==> config.mk <==
export PLATFORM = sky130hd
export DESIGN_NAME = tpis_slave
export DESIGN_NICKNAME = d
export VERILOG_FILES = /design/src/common/tpis_pkg.sv /design/src/verilog/tpis_slave.sv
export VERILOG_INCLUDE_DIRS = /design/src /design/src/common
export SDC_FILE = /design/constraint.sdc
export NUM_CORES = 1
export LEC_CHECK = 0
export BUFFER_PORTS_ARGS = -buffer_cell sky130_fd_sc_hd__buf_2
export CAP_MARGIN = 10
export CORE_MARGIN = 4
export CORE_UTILIZATION = 35
export DETAILED_ROUTE_END_ITERATION = 10
export HOLD_SLACK_MARGIN = 0.08
export PLACE_DENSITY = 0.61
export SKIP_LAST_GASP = 1
export SYNTH_ARGS = -nofsm -noshare
export SYNTH_HDL_FRONTEND = slang
export SYNTH_SLANG_ARGS = --single-unit
==> constraint.sdc <==
create_clock -name ref_clk_i -period 2 [get_ports ref_clk_i]
set_clock_uncertainty 0.1 [all_clocks]
set_input_delay 0.1 -clock ref_clk_i [delete_from_list [all_inputs] [get_ports ref_clk_i]]
set_output_delay 0.1 -clock ref_clk_i [all_outputs]
set_load 0.1 [all_outputs]
==> src/common/tpis_regs.svh <==
// Constants for the touch panel I2C register slave.
`ifndef TPIS_REGS_SVH
`define TPIS_REGS_SVH
`define TPIS_DEV_ADDR      7'h5D
`define TPIS_WR_BYTE       8'hBA
`define TPIS_RD_BYTE       8'hBB
`define TPIS_EOS_ADDR      16'h8000
`define TPIS_BITS_PER_BYTE 4'h8
`endif

==> src/common/tpis_pkg.sv <==
// Types for the touch panel I2C register slave.
package tpis_pkg;
   typedef enum logic [2:0] {
      TPIS_IDLE  = 3'b000,
      TPIS_ADDR  = 3'b001,
      TPIS_RXB   = 3'b010,
      TPIS_TXB   = 3'b011,
      TPIS_ACK   = 3'b100,
      TPIS_RACK  = 3'b101
   } tpis_state_t;

   typedef struct packed {
      logic        we;
      logic [15:0] addr;
      logic [7:0]  data;
   } tpis_wr_t;
endpackage : tpis_pkg

==> src/verilog/tpis_slave.sv <==
// I2C target that gives a host access to a 16-bit addressed byte register space.
`timescale 1ns/10ps
`default_nettype none
`include "tpis_regs.svh"

module tpis_slave (
   // Clock and reset.
   input  wire logic              ref_clk_i,
   input  wire logic              resetn_i,
   // Bus pins.
   input  wire logic              scl_i,
   input  wire logic              sda_i,
   output logic                   sda_o,
   output logic                   sda_oe_o,
   // Register space.
   output tpis_pkg::tpis_wr_t     wr_o,
   output logic [15:0]            rd_addr_o,
   input  wire logic [7:0]        rd_data_i,
   // Coordinate refresh release.
   output logic                   refresh_o
);

   logic [1:0]            scl_s_q;
   logic [1:0]            sda_s_q;
   logic                  scl_q;
   logic                  sda_q;
   tpis_pkg::tpis_state_t state_q;
   logic [3:0]            bit_q;
   logic [7:0]            sh_q;
   logic                  rd_q;
   logic [1:0]            phase_q;
   logic [15:0]           ptr_q;
   logic                  eos_q;
   logic                  ackd_q;

   // Two flops per pin keep the sampled levels free of metastability.
   // The bus rate only has to stay far below the reference clock.
   always_ff @(posedge ref_clk_i) begin
      if (!resetn_i) begin
         scl_s_q <= 2'h3;
         sda_s_q <= 2'h3;
         scl_q   <= 1'b1;
         sda_q   <= 1'b1;
      end else begin
         scl_s_q <= {scl_s_q[0], scl_i};
         sda_s_q <= {sda_s_q[0], sda_i};
         scl_q   <= scl_s_q[1];
         sda_q   <= sda_s_q[1];
      end
   end

   wire scl_rise = scl_s_q[1] & ~scl_q;
   wire scl_fall = ~scl_s_q[1] & scl_q;
   wire start_ev = scl_s_q[1] & scl_q & sda_q & ~sda_s_q[1];
   wire stop_ev  = scl_s_q[1] & scl_q & ~sda_q & sda_s_q[1];
   wire [7:0] rx_byte = {sh_q[6:0], sda_s_q[1]};
   wire addr_ok  = (sh_q[7:1] == `TPIS_DEV_ADDR);

   // Bits are taken on the rising clock edge, driven after the falling one.
   always_ff @(posedge ref_clk_i) begin
      if (!resetn_i) begin
         state_q <= tpis_pkg::TPIS_IDLE;
         bit_q   <= 4'h0;
         sh_q    <= 8'h00;
         rd_q    <= 1'b0;
         phase_q <= 2'h0;
         ptr_q   <= 16'h0000;
         ackd_q  <= 1'b0;
      end else if (start_ev) begin
         state_q <= tpis_pkg::TPIS_ADDR;
         bit_q   <= 4'h0;
         phase_q <= 2'h0;
      end else if (stop_ev) begin
         state_q <= tpis_pkg::TPIS_IDLE;
      end else begin
         case (state_q)
            tpis_pkg::TPIS_ADDR, tpis_pkg::TPIS_RXB: begin
               if (scl_rise) begin
                  sh_q  <= rx_byte;
                  bit_q <= bit_q + 4'h1;
               end
               if (scl_fall && bit_q == `TPIS_BITS_PER_BYTE) begin
                  bit_q <= 4'h0;
                  if (state_q == tpis_pkg::TPIS_ADDR) begin
                     if (sh_q[7:1] == `TPIS_DEV_ADDR) begin
                        rd_q    <= sh_q[0];
                        ackd_q  <= 1'b1;
                        state_q <= tpis_pkg::TPIS_ACK;
                     end else begin
                        state_q <= tpis_pkg::TPIS_IDLE;
                     end
                  end else begin
                     ackd_q  <= 1'b1;
                     state_q <= tpis_pkg::TPIS_ACK;
                     case (phase_q)
                        2'h0: ptr_q[15:8] <= sh_q;
                        2'h1: ptr_q[7:0]  <= sh_q;
                        default: ptr_q    <= ptr_q + 16'h0001;
                     endcase
                     if (phase_q != 2'h2) begin
                        phase_q <= phase_q + 2'h1;
                     end
                  end
               end
            end
            tpis_pkg::TPIS_ACK: begin
               if (scl_fall) begin
                  ackd_q  <= 1'b0;
                  state_q <= rd_q ? tpis_pkg::TPIS_TXB : tpis_pkg::TPIS_RXB;
                  if (rd_q) begin
                     sh_q <= rd_data_i;
                  end
               end
            end
            tpis_pkg::TPIS_TXB: begin
               if (scl_fall) begin
                  bit_q <= bit_q + 4'h1;
                  sh_q  <= {sh_q[6:0], 1'b0};
                  if (bit_q == 4'h7) begin
                     bit_q   <= 4'h0;
                     state_q <= tpis_pkg::TPIS_RACK;
                  end
               end
            end
            tpis_pkg::TPIS_RACK: begin
               if (scl_rise) begin
                  ptr_q <= ptr_q + 16'h0001;
                  // A NACK ends the read; the host then sends stop.
                  state_q <= sda_s_q[1] ? tpis_pkg::TPIS_IDLE : tpis_pkg::TPIS_ACK;
               end
            end
            default: state_q <= tpis_pkg::TPIS_IDLE;
         endcase
      end
   end

   // Only data bytes reach the register space, so a bare pointer write stores nothing.
   always_ff @(posedge ref_clk_i) begin
      if (!resetn_i) begin
         wr_o <= '0;
      end else begin
         wr_o.we <= 1'b0;
         if (state_q == tpis_pkg::TPIS_RXB && scl_fall && bit_q == `TPIS_BITS_PER_BYTE
             && phase_q == 2'h2 && !start_ev && !stop_ev) begin
            wr_o.we   <= 1'b1;
            wr_o.addr <= ptr_q;
            wr_o.data <= sh_q;
         end
      end
   end

   // End-of-session is armed by a bare write of its pointer and fires at stop.
   always_ff @(posedge ref_clk_i) begin
      if (!resetn_i) begin
         eos_q     <= 1'b0;
         refresh_o <= 1'b0;
      end else begin
         refresh_o <= 1'b0;
         if (start_ev) begin
            eos_q <= 1'b0;
         end else if (stop_ev) begin
            eos_q     <= 1'b0;
            refresh_o <= eos_q;
         end else if (state_q == tpis_pkg::TPIS_RXB && scl_fall
                      && bit_q == `TPIS_BITS_PER_BYTE && phase_q == 2'h1) begin
            // Armed only by the pointer bytes, so a pointer reached by incrementing never arms.
            eos_q <= ({ptr_q[15:8], sh_q} == `TPIS_EOS_ADDR);
         end else if (wr_o.we) begin
            eos_q <= 1'b0;
         end
      end
   end

   // Output enable only in the ack slot or a driven zero of a read byte.
   always_ff @(posedge ref_clk_i) begin
      if (!resetn_i) begin
         sda_o    <= 1'b0;
         sda_oe_o <= 1'b0;
      end else begin
         sda_o    <= 1'b0;
         // The host's own acknowledge slot of a read is never driven by us.
         sda_oe_o <= (state_q == tpis_pkg::TPIS_ACK && ackd_q) ||
                     (state_q == tpis_pkg::TPIS_TXB && !sh_q[7]);
      end
   end

   assign rd_addr_o = ptr_q;
endmodule : tpis_slave
`default_nettype wire
-- After elaboration in Yosys (flattened, before gate mapping)
Cells that the tools add are included.
- add/subtract/negate cells: 3
- eq/ne operators: 29
- multiplexer cells: 36
- bitwise gates (word level): 15
- reductions and logical operators: 32
- operators with widths (cell ; count):
    16-bit 2-to-1 mux ; 3
    8-bit 2-to-1 mux ; 4
    16-bit one-hot mux with 2 select lines ; 1
    8-bit one-hot mux with 2 select lines ; 2
    25-bit 2-to-1 mux ; 1
    3-bit 2-to-1 mux ; 8
    8-bit one-hot mux with 3 select lines ; 1
    2-bit inequality test (second input constant) ; 11
    7-bit AND reduction ; 3
    4-bit inequality test (second input constant) ; 5
    16-bit by 1-bit adder with 16-bit output (second input constant) ; 1
    16-bit == test (second input constant) ; 1
    4-bit 2-to-1 mux ; 4
    5-bit AND reduction ; 3
    3-bit one-hot mux with 4 select lines ; 1
    6-bit AND reduction ; 2
    1-bit logical AND ; 9
    1-bit 2-to-1 mux ; 9
    1-bit NOT ; 8
    4-bit one-hot mux with 2 select lines ; 1
    2-bit nonzero test ; 4
    1-bit AND ; 7
    7-bit == test (second input constant) ; 1
    3-bit by 2-bit == test with 1-bit output (second input constant) ; 2
    17 further kinds ; 23
- register bits after elaboration: 69
- input port bits: 12
- logic and storage cells: 134

-- Depth between registers and ports, before layout
- depth after elaboration: 8
- mapped depth: 9

-- Least setup slack after synthesis
No wires, ideal clock.
- path type: register to register
- start point: register ptr_q[0], in the netlist rd_addr_o[0]
- end point: register ptr_q[14], in the netlist rd_addr_o[14]
- library setup time: 92 ps
- arrival: 2370 ps
- required time: 1808 ps
- slack: -562 ps
- stages on the path, launching flop included: 7
- path through: dfxtp_1 -> ha_1 -> nand3_1 -> nor2_1 -> nand4_1 -> o31a_1 -> o32ai_1
- longest elaborated chain between the ends: 5
- elaborated cells on any way between the ends: 6
- RTL lines (item ; line ; RTL):
    start, declared ; tpis_slave.sv:32 ; logic [15:0] ptr_q;
    start signal, assigned ; tpis_slave.sv:97 ; 2'h1: ptr_q[7:0] <= sh_q;
    start signal, assigned ; tpis_slave.sv:98 ; default: ptr_q <= ptr_q + 16'h0001;
    start signal, assigned ; tpis_slave.sv:127 ; ptr_q <= ptr_q + 16'h0001;
    16-bit by 1-bit adder with 16-bit output * ; tpis_slave.sv:98, tpis_slave.sv:127 ;
    8-bit one-hot mux with 2 select lines ; tpis_slave.sv:95 ; case (phase_q)
    16-bit 2-to-1 mux ; tpis_slave.sv:84 ; if (state_q == tpis_pkg::TPIS_ADDR) begin
    16-bit 2-to-1 mux ; tpis_slave.sv:82 ; if (scl_fall && bit_q == `TPIS_BITS_PER_BYTE) begin
    16-bit one-hot mux with 2 select lines * ; tpis_slave.sv:76 ; case (state_q)
Every way passes the cells marked *; elsewhere a longest branch is shown, timed or not. The select of a mux whose other input is x is not followed.
A chain may end at the register's enable or synchronous reset.

-- Worst setup path after layout
- start point: register state_q[0]
- end point: register ptr_q[5], in the netlist rd_addr_o[5]
- longest elaborated chain between the ends: 4
- elaborated cells on any way between the ends: 11
- RTL lines (item ; line ; RTL):
    start, declared ; tpis_slave.sv:27 ; tpis_pkg::tpis_state_t state_q;
    start signal, assigned ; tpis_slave.sv:62 ; state_q <= tpis_pkg::TPIS_IDLE;
    start signal, assigned ; tpis_slave.sv:70 ; state_q <= tpis_pkg::TPIS_ADDR;
    start signal, assigned ; tpis_slave.sv:74 ; state_q <= tpis_pkg::TPIS_IDLE;
    3-bit by 1-bit == test with 1-bit output / 3-bit by 2-bit == test with 1-bit output (equally long branches) ; tpis_slave.sv:76, tpis_slave.sv:84 ;
    2-bit OR reduction ; tpis_slave.sv:76 ;
    2-bit inequality test (no source line) / 2-bit nonzero test (equally long branches) ; - ;
    7-bit AND reduction (no source line) ; - ;
Parallel ways exist; a longest one is shown, timed or not.

==> flow_metrics.env <==
export IMPL_status="complete, no violations"
export IMPL_die_w_um=109.6
export IMPL_die_area_sq_um=12020
export IMPL_stdcell_count=642
export IMPL_final_util=0.4843
export IMPL_end_kind="register"
export IMPL_initial_utilization=0.3649
export IMPL_critPathMaxFanout=12
export IMPL_final_setup_tns_ps=0
export IMPL_clk_pin_slew_ps=80
export IMPL_fmax_ghz=0.5289
export IMPL_criticalPathCategory="reg -> reg"
export IMPL_drive_above_1_share=0.3340
export IMPL_grt_start_max_net_pins=28
export IMPL_viasPerCell=5.405
export IMPL_reg2reg_setup_slack_ps=110
export IMPL_dp_slack_ps=-5.566
export IMPL_synth_most_common_cell="dfxtp_1"
export IMPL_cap_violations=0
export IMPL_yosysWarnings=0
export IMPL_die_y_um=109.6
export IMPL_syn_num_nets=426
export IMPL_cts_tree="yes"
export IMPL_yosysTopAreaCellShare=0.3820
export IMPL_core_sq_um=9910
export IMPL_n_antenna_cell=0
export IMPL_drc=0
export IMPL_netlist_instances=408
export IMPL_globalRouteTotalUtil=0.1700
export IMPL_h_tree_depth=3
export IMPL_p_int_mw=2.223
export IMPL_pin_count=56
export IMPL_worstPathRequired_ps=2150
export IMPL_avgSynthCellArea_sq_um=8.863
export IMPL_cts_made_buffers=9
export IMPL_grt_ovfl_total=0
export IMPL_power_mw=2.950
export IMPL_ctsRootBufferMaster="clkbuf_8"
export IMPL_hold_viol=0
export IMPL_period_minus_slack_ps=1891
export IMPL_ys_flop_type="dfxtp_1"
export IMPL_setup_viol_count_final=0
export IMPL_pwr_share_seq=0.469
export IMPL_yosys_top_cells_count="69 x dfxtp_1, 55 x nor2_1, 40 x nand2_1"
export IMPL_clockBufferDepth=2
export IMPL_dp_cells=606
export IMPL_synth_area_top_cells="dfxtp_1 38%, mux2i_1 10%, nor2_1 5.7%, nand2_1 4.2%, a21oi_1 3.3%"
export IMPL_p_per_area_nw_per_um2=614.5
export IMPL_cp_slowest_cell="or3b_4"
export IMPL_worstPathArrival_ps=2040
export IMPL_ys_seq_elements=69
export IMPL_drt_total_wl_mm=10.16
export IMPL_p_leak_nw=2.130
export IMPL_power_switching_mw=0.7261
export IMPL_peakVddDrop_uv=324.6
export IMPL_grt_pass1_wl_mm=15.98
export IMPL_dr_pass1_iters=5
export IMPL_fin_crit_sh=0.9454
export IMPL_setup_ws_ps=109.2
export IMPL_ant_nets=0
export IMPL_wl_per_cell_um=15.82
export IMPL_grt_pass1_vias=3304
export IMPL_ys_seq_area_frac=0.3820
export IMPL_hpwlAfterDp_mm=6.942
export IMPL_rows=36
export IMPL_rsz0062_at_grt="true"
export IMPL_fillers=977
export IMPL_final_max_slew_violation_count=0
export IMPL_cts_sinks=69
export IMPL_vias=3470
export IMPL_power_frac_comb=0.080
export IMPL_drtIter0Drc=293
export IMPL_hp_class="in -> reg"
export IMPL_synth_area_leader_cell="dfxtp_1"
export IMPL_syn2layout_area_growth_pct=32.73
export IMPL_synthArstFlopShare=0
export IMPL_path_cells="or3b_4 > buf_12 > o2111ai_4 > nor2_1 > o221a_2"
export IMPL_synth_cell_type_count=63
export IMPL_place_gp_congestion=0.8827
export IMPL_power_frac_clock=0.451
export IMPL_slowest_delay_ps=490
export IMPL_clk_latency_ps=350
export IMPL_antenna_found_initial=0
export IMPL_fin_nets=522
export IMPL_portBuffers=54
export IMPL_syn_cell_area_sq_um=3616
export IMPL_crit_path_start_kind="register"
export IMPL_sw_frac_of_total=0.2462
export IMPL_synth_edf_count=0
-- power by group through the flow --
stage                     Sequential, mW  Combinational, mW  Clock [mW]
after floorplan                     1.41              0.136           0
after global placement              1.41              0.192           0
after detailed placement            1.41              0.193           0
after CTS                           1.38              0.211        1.36
after global routing                1.38              0.256        1.42
final                               1.38              0.236        1.33
-- area by class of cell --
cell class	count	area, sq um	share of cell area
multi-input cells	307	2181	0.4544
flip-flops and latches	69	1428	0.2974
repair buffers	108	760.7	0.1585
well taps	133	166.4	0.03467
clock buffers	10	137.6	0.02868
clock inverters	6	92.59	0.01929
inverters	9	33.78	0.007039
-- per-stage QoR --
stage	hold slack, ps	cell area [sq um]
floorplan	101.5	3657
detailed placement	184.9	4247
CTS	97.16	4597
finish	105.9	4800
global route	125.3	4800
global placement	181.5	4247
-- registers in the layout, summed over array words and instances, names as in the netlist --
| name | flops |
|---|---|
| sda_q | 1 |
| wr_o | 25 |
| sda_s_q | 2 |
| phase_q | 2 |
| scl_s_q | 2 |
| eos_q | 1 |
| bit_q | 4 |
| sh_q | 8 |
| rd_addr_o | 16 |
| state_q | 3 |
| sda_oe_o | 1 |
| ackd_q | 1 |
| refresh_o | 1 |
| rd_q | 1 |
| scl_q | 1 |
-- kinds of logic after synthesis --
logic type,after synthesis,synth area share
flops,69,0.3820
xor+xnor,2,0.004845
other cells,1,0.001037
buf+inv,34,0.04879
mux,46,0.1305
simple gates,170,0.2374
compound gates,80,0.1747
fa+ha+maj,6,0.02076
-- path summary, 6_finish.rpt --
check,from,endpoint,cells after the start
worst max-delay path,state_q[0],rd_addr_o[5],5
worst min register to register,scl_s_q[0],scl_s_q[1],1
worst max register to register,state_q[0],rd_addr_o[5],5
worst min-delay path,rd_data_i[0],sh_q[0],4
-- per-layer routing --
layer  vias to the layer above  global-route usage  share of wire
met3                        24             0.03582          0.072
met4                         0             0.06589          0.022
met1                      1631              0.2327           0.46
met5                         -                   0              0
li1                       1674                   -              -
met2                       141              0.2616           0.45
-- critical path, delay by kind of cell (launching register included) --
family          cells  cell delay [ps]
flops               1              380
buf+inv             1              160
compound gates      2              580
simple gates        2              580
-- cells in the final DEF (no fill, tap or decap), types with 4 or more instances in the layout --
cell	synthesis	routed
nor2_1	55	55
buf_2	6	54
dfxtp_1	69	52
nand2_1	40	40
buf_4	3	38
mux2i_1	37	36
a21oi_1	24	23
nand2b_1	13	13
dlygate4sd3_1	0	12
nand3_1	13	11
clkbuf_8	0	10
dfxtp_4	0	10
mux2_2	9	9
inv_1	9	8
nor3_1	7	7
dfxtp_2	0	7
nand4_1	6	6
o32ai_1	5	5
o31ai_1	5	5
ha_1	6	5
o21ai_0	5	4
nand3b_1	4	4
a211oi_1	4	4
o2111ai_4	2	4
-- what timing repair did --
item                       CTS  global route
gates cloned                 0             3
setup endpoints to repair    1            58
buffers inserted             0             5
gates resized for setup      0            25
pin swaps                    1             5
hold endpoints to repair    15             0
hold buffers                12             0
No activity file was read; power rests on OpenSTA's default activity.
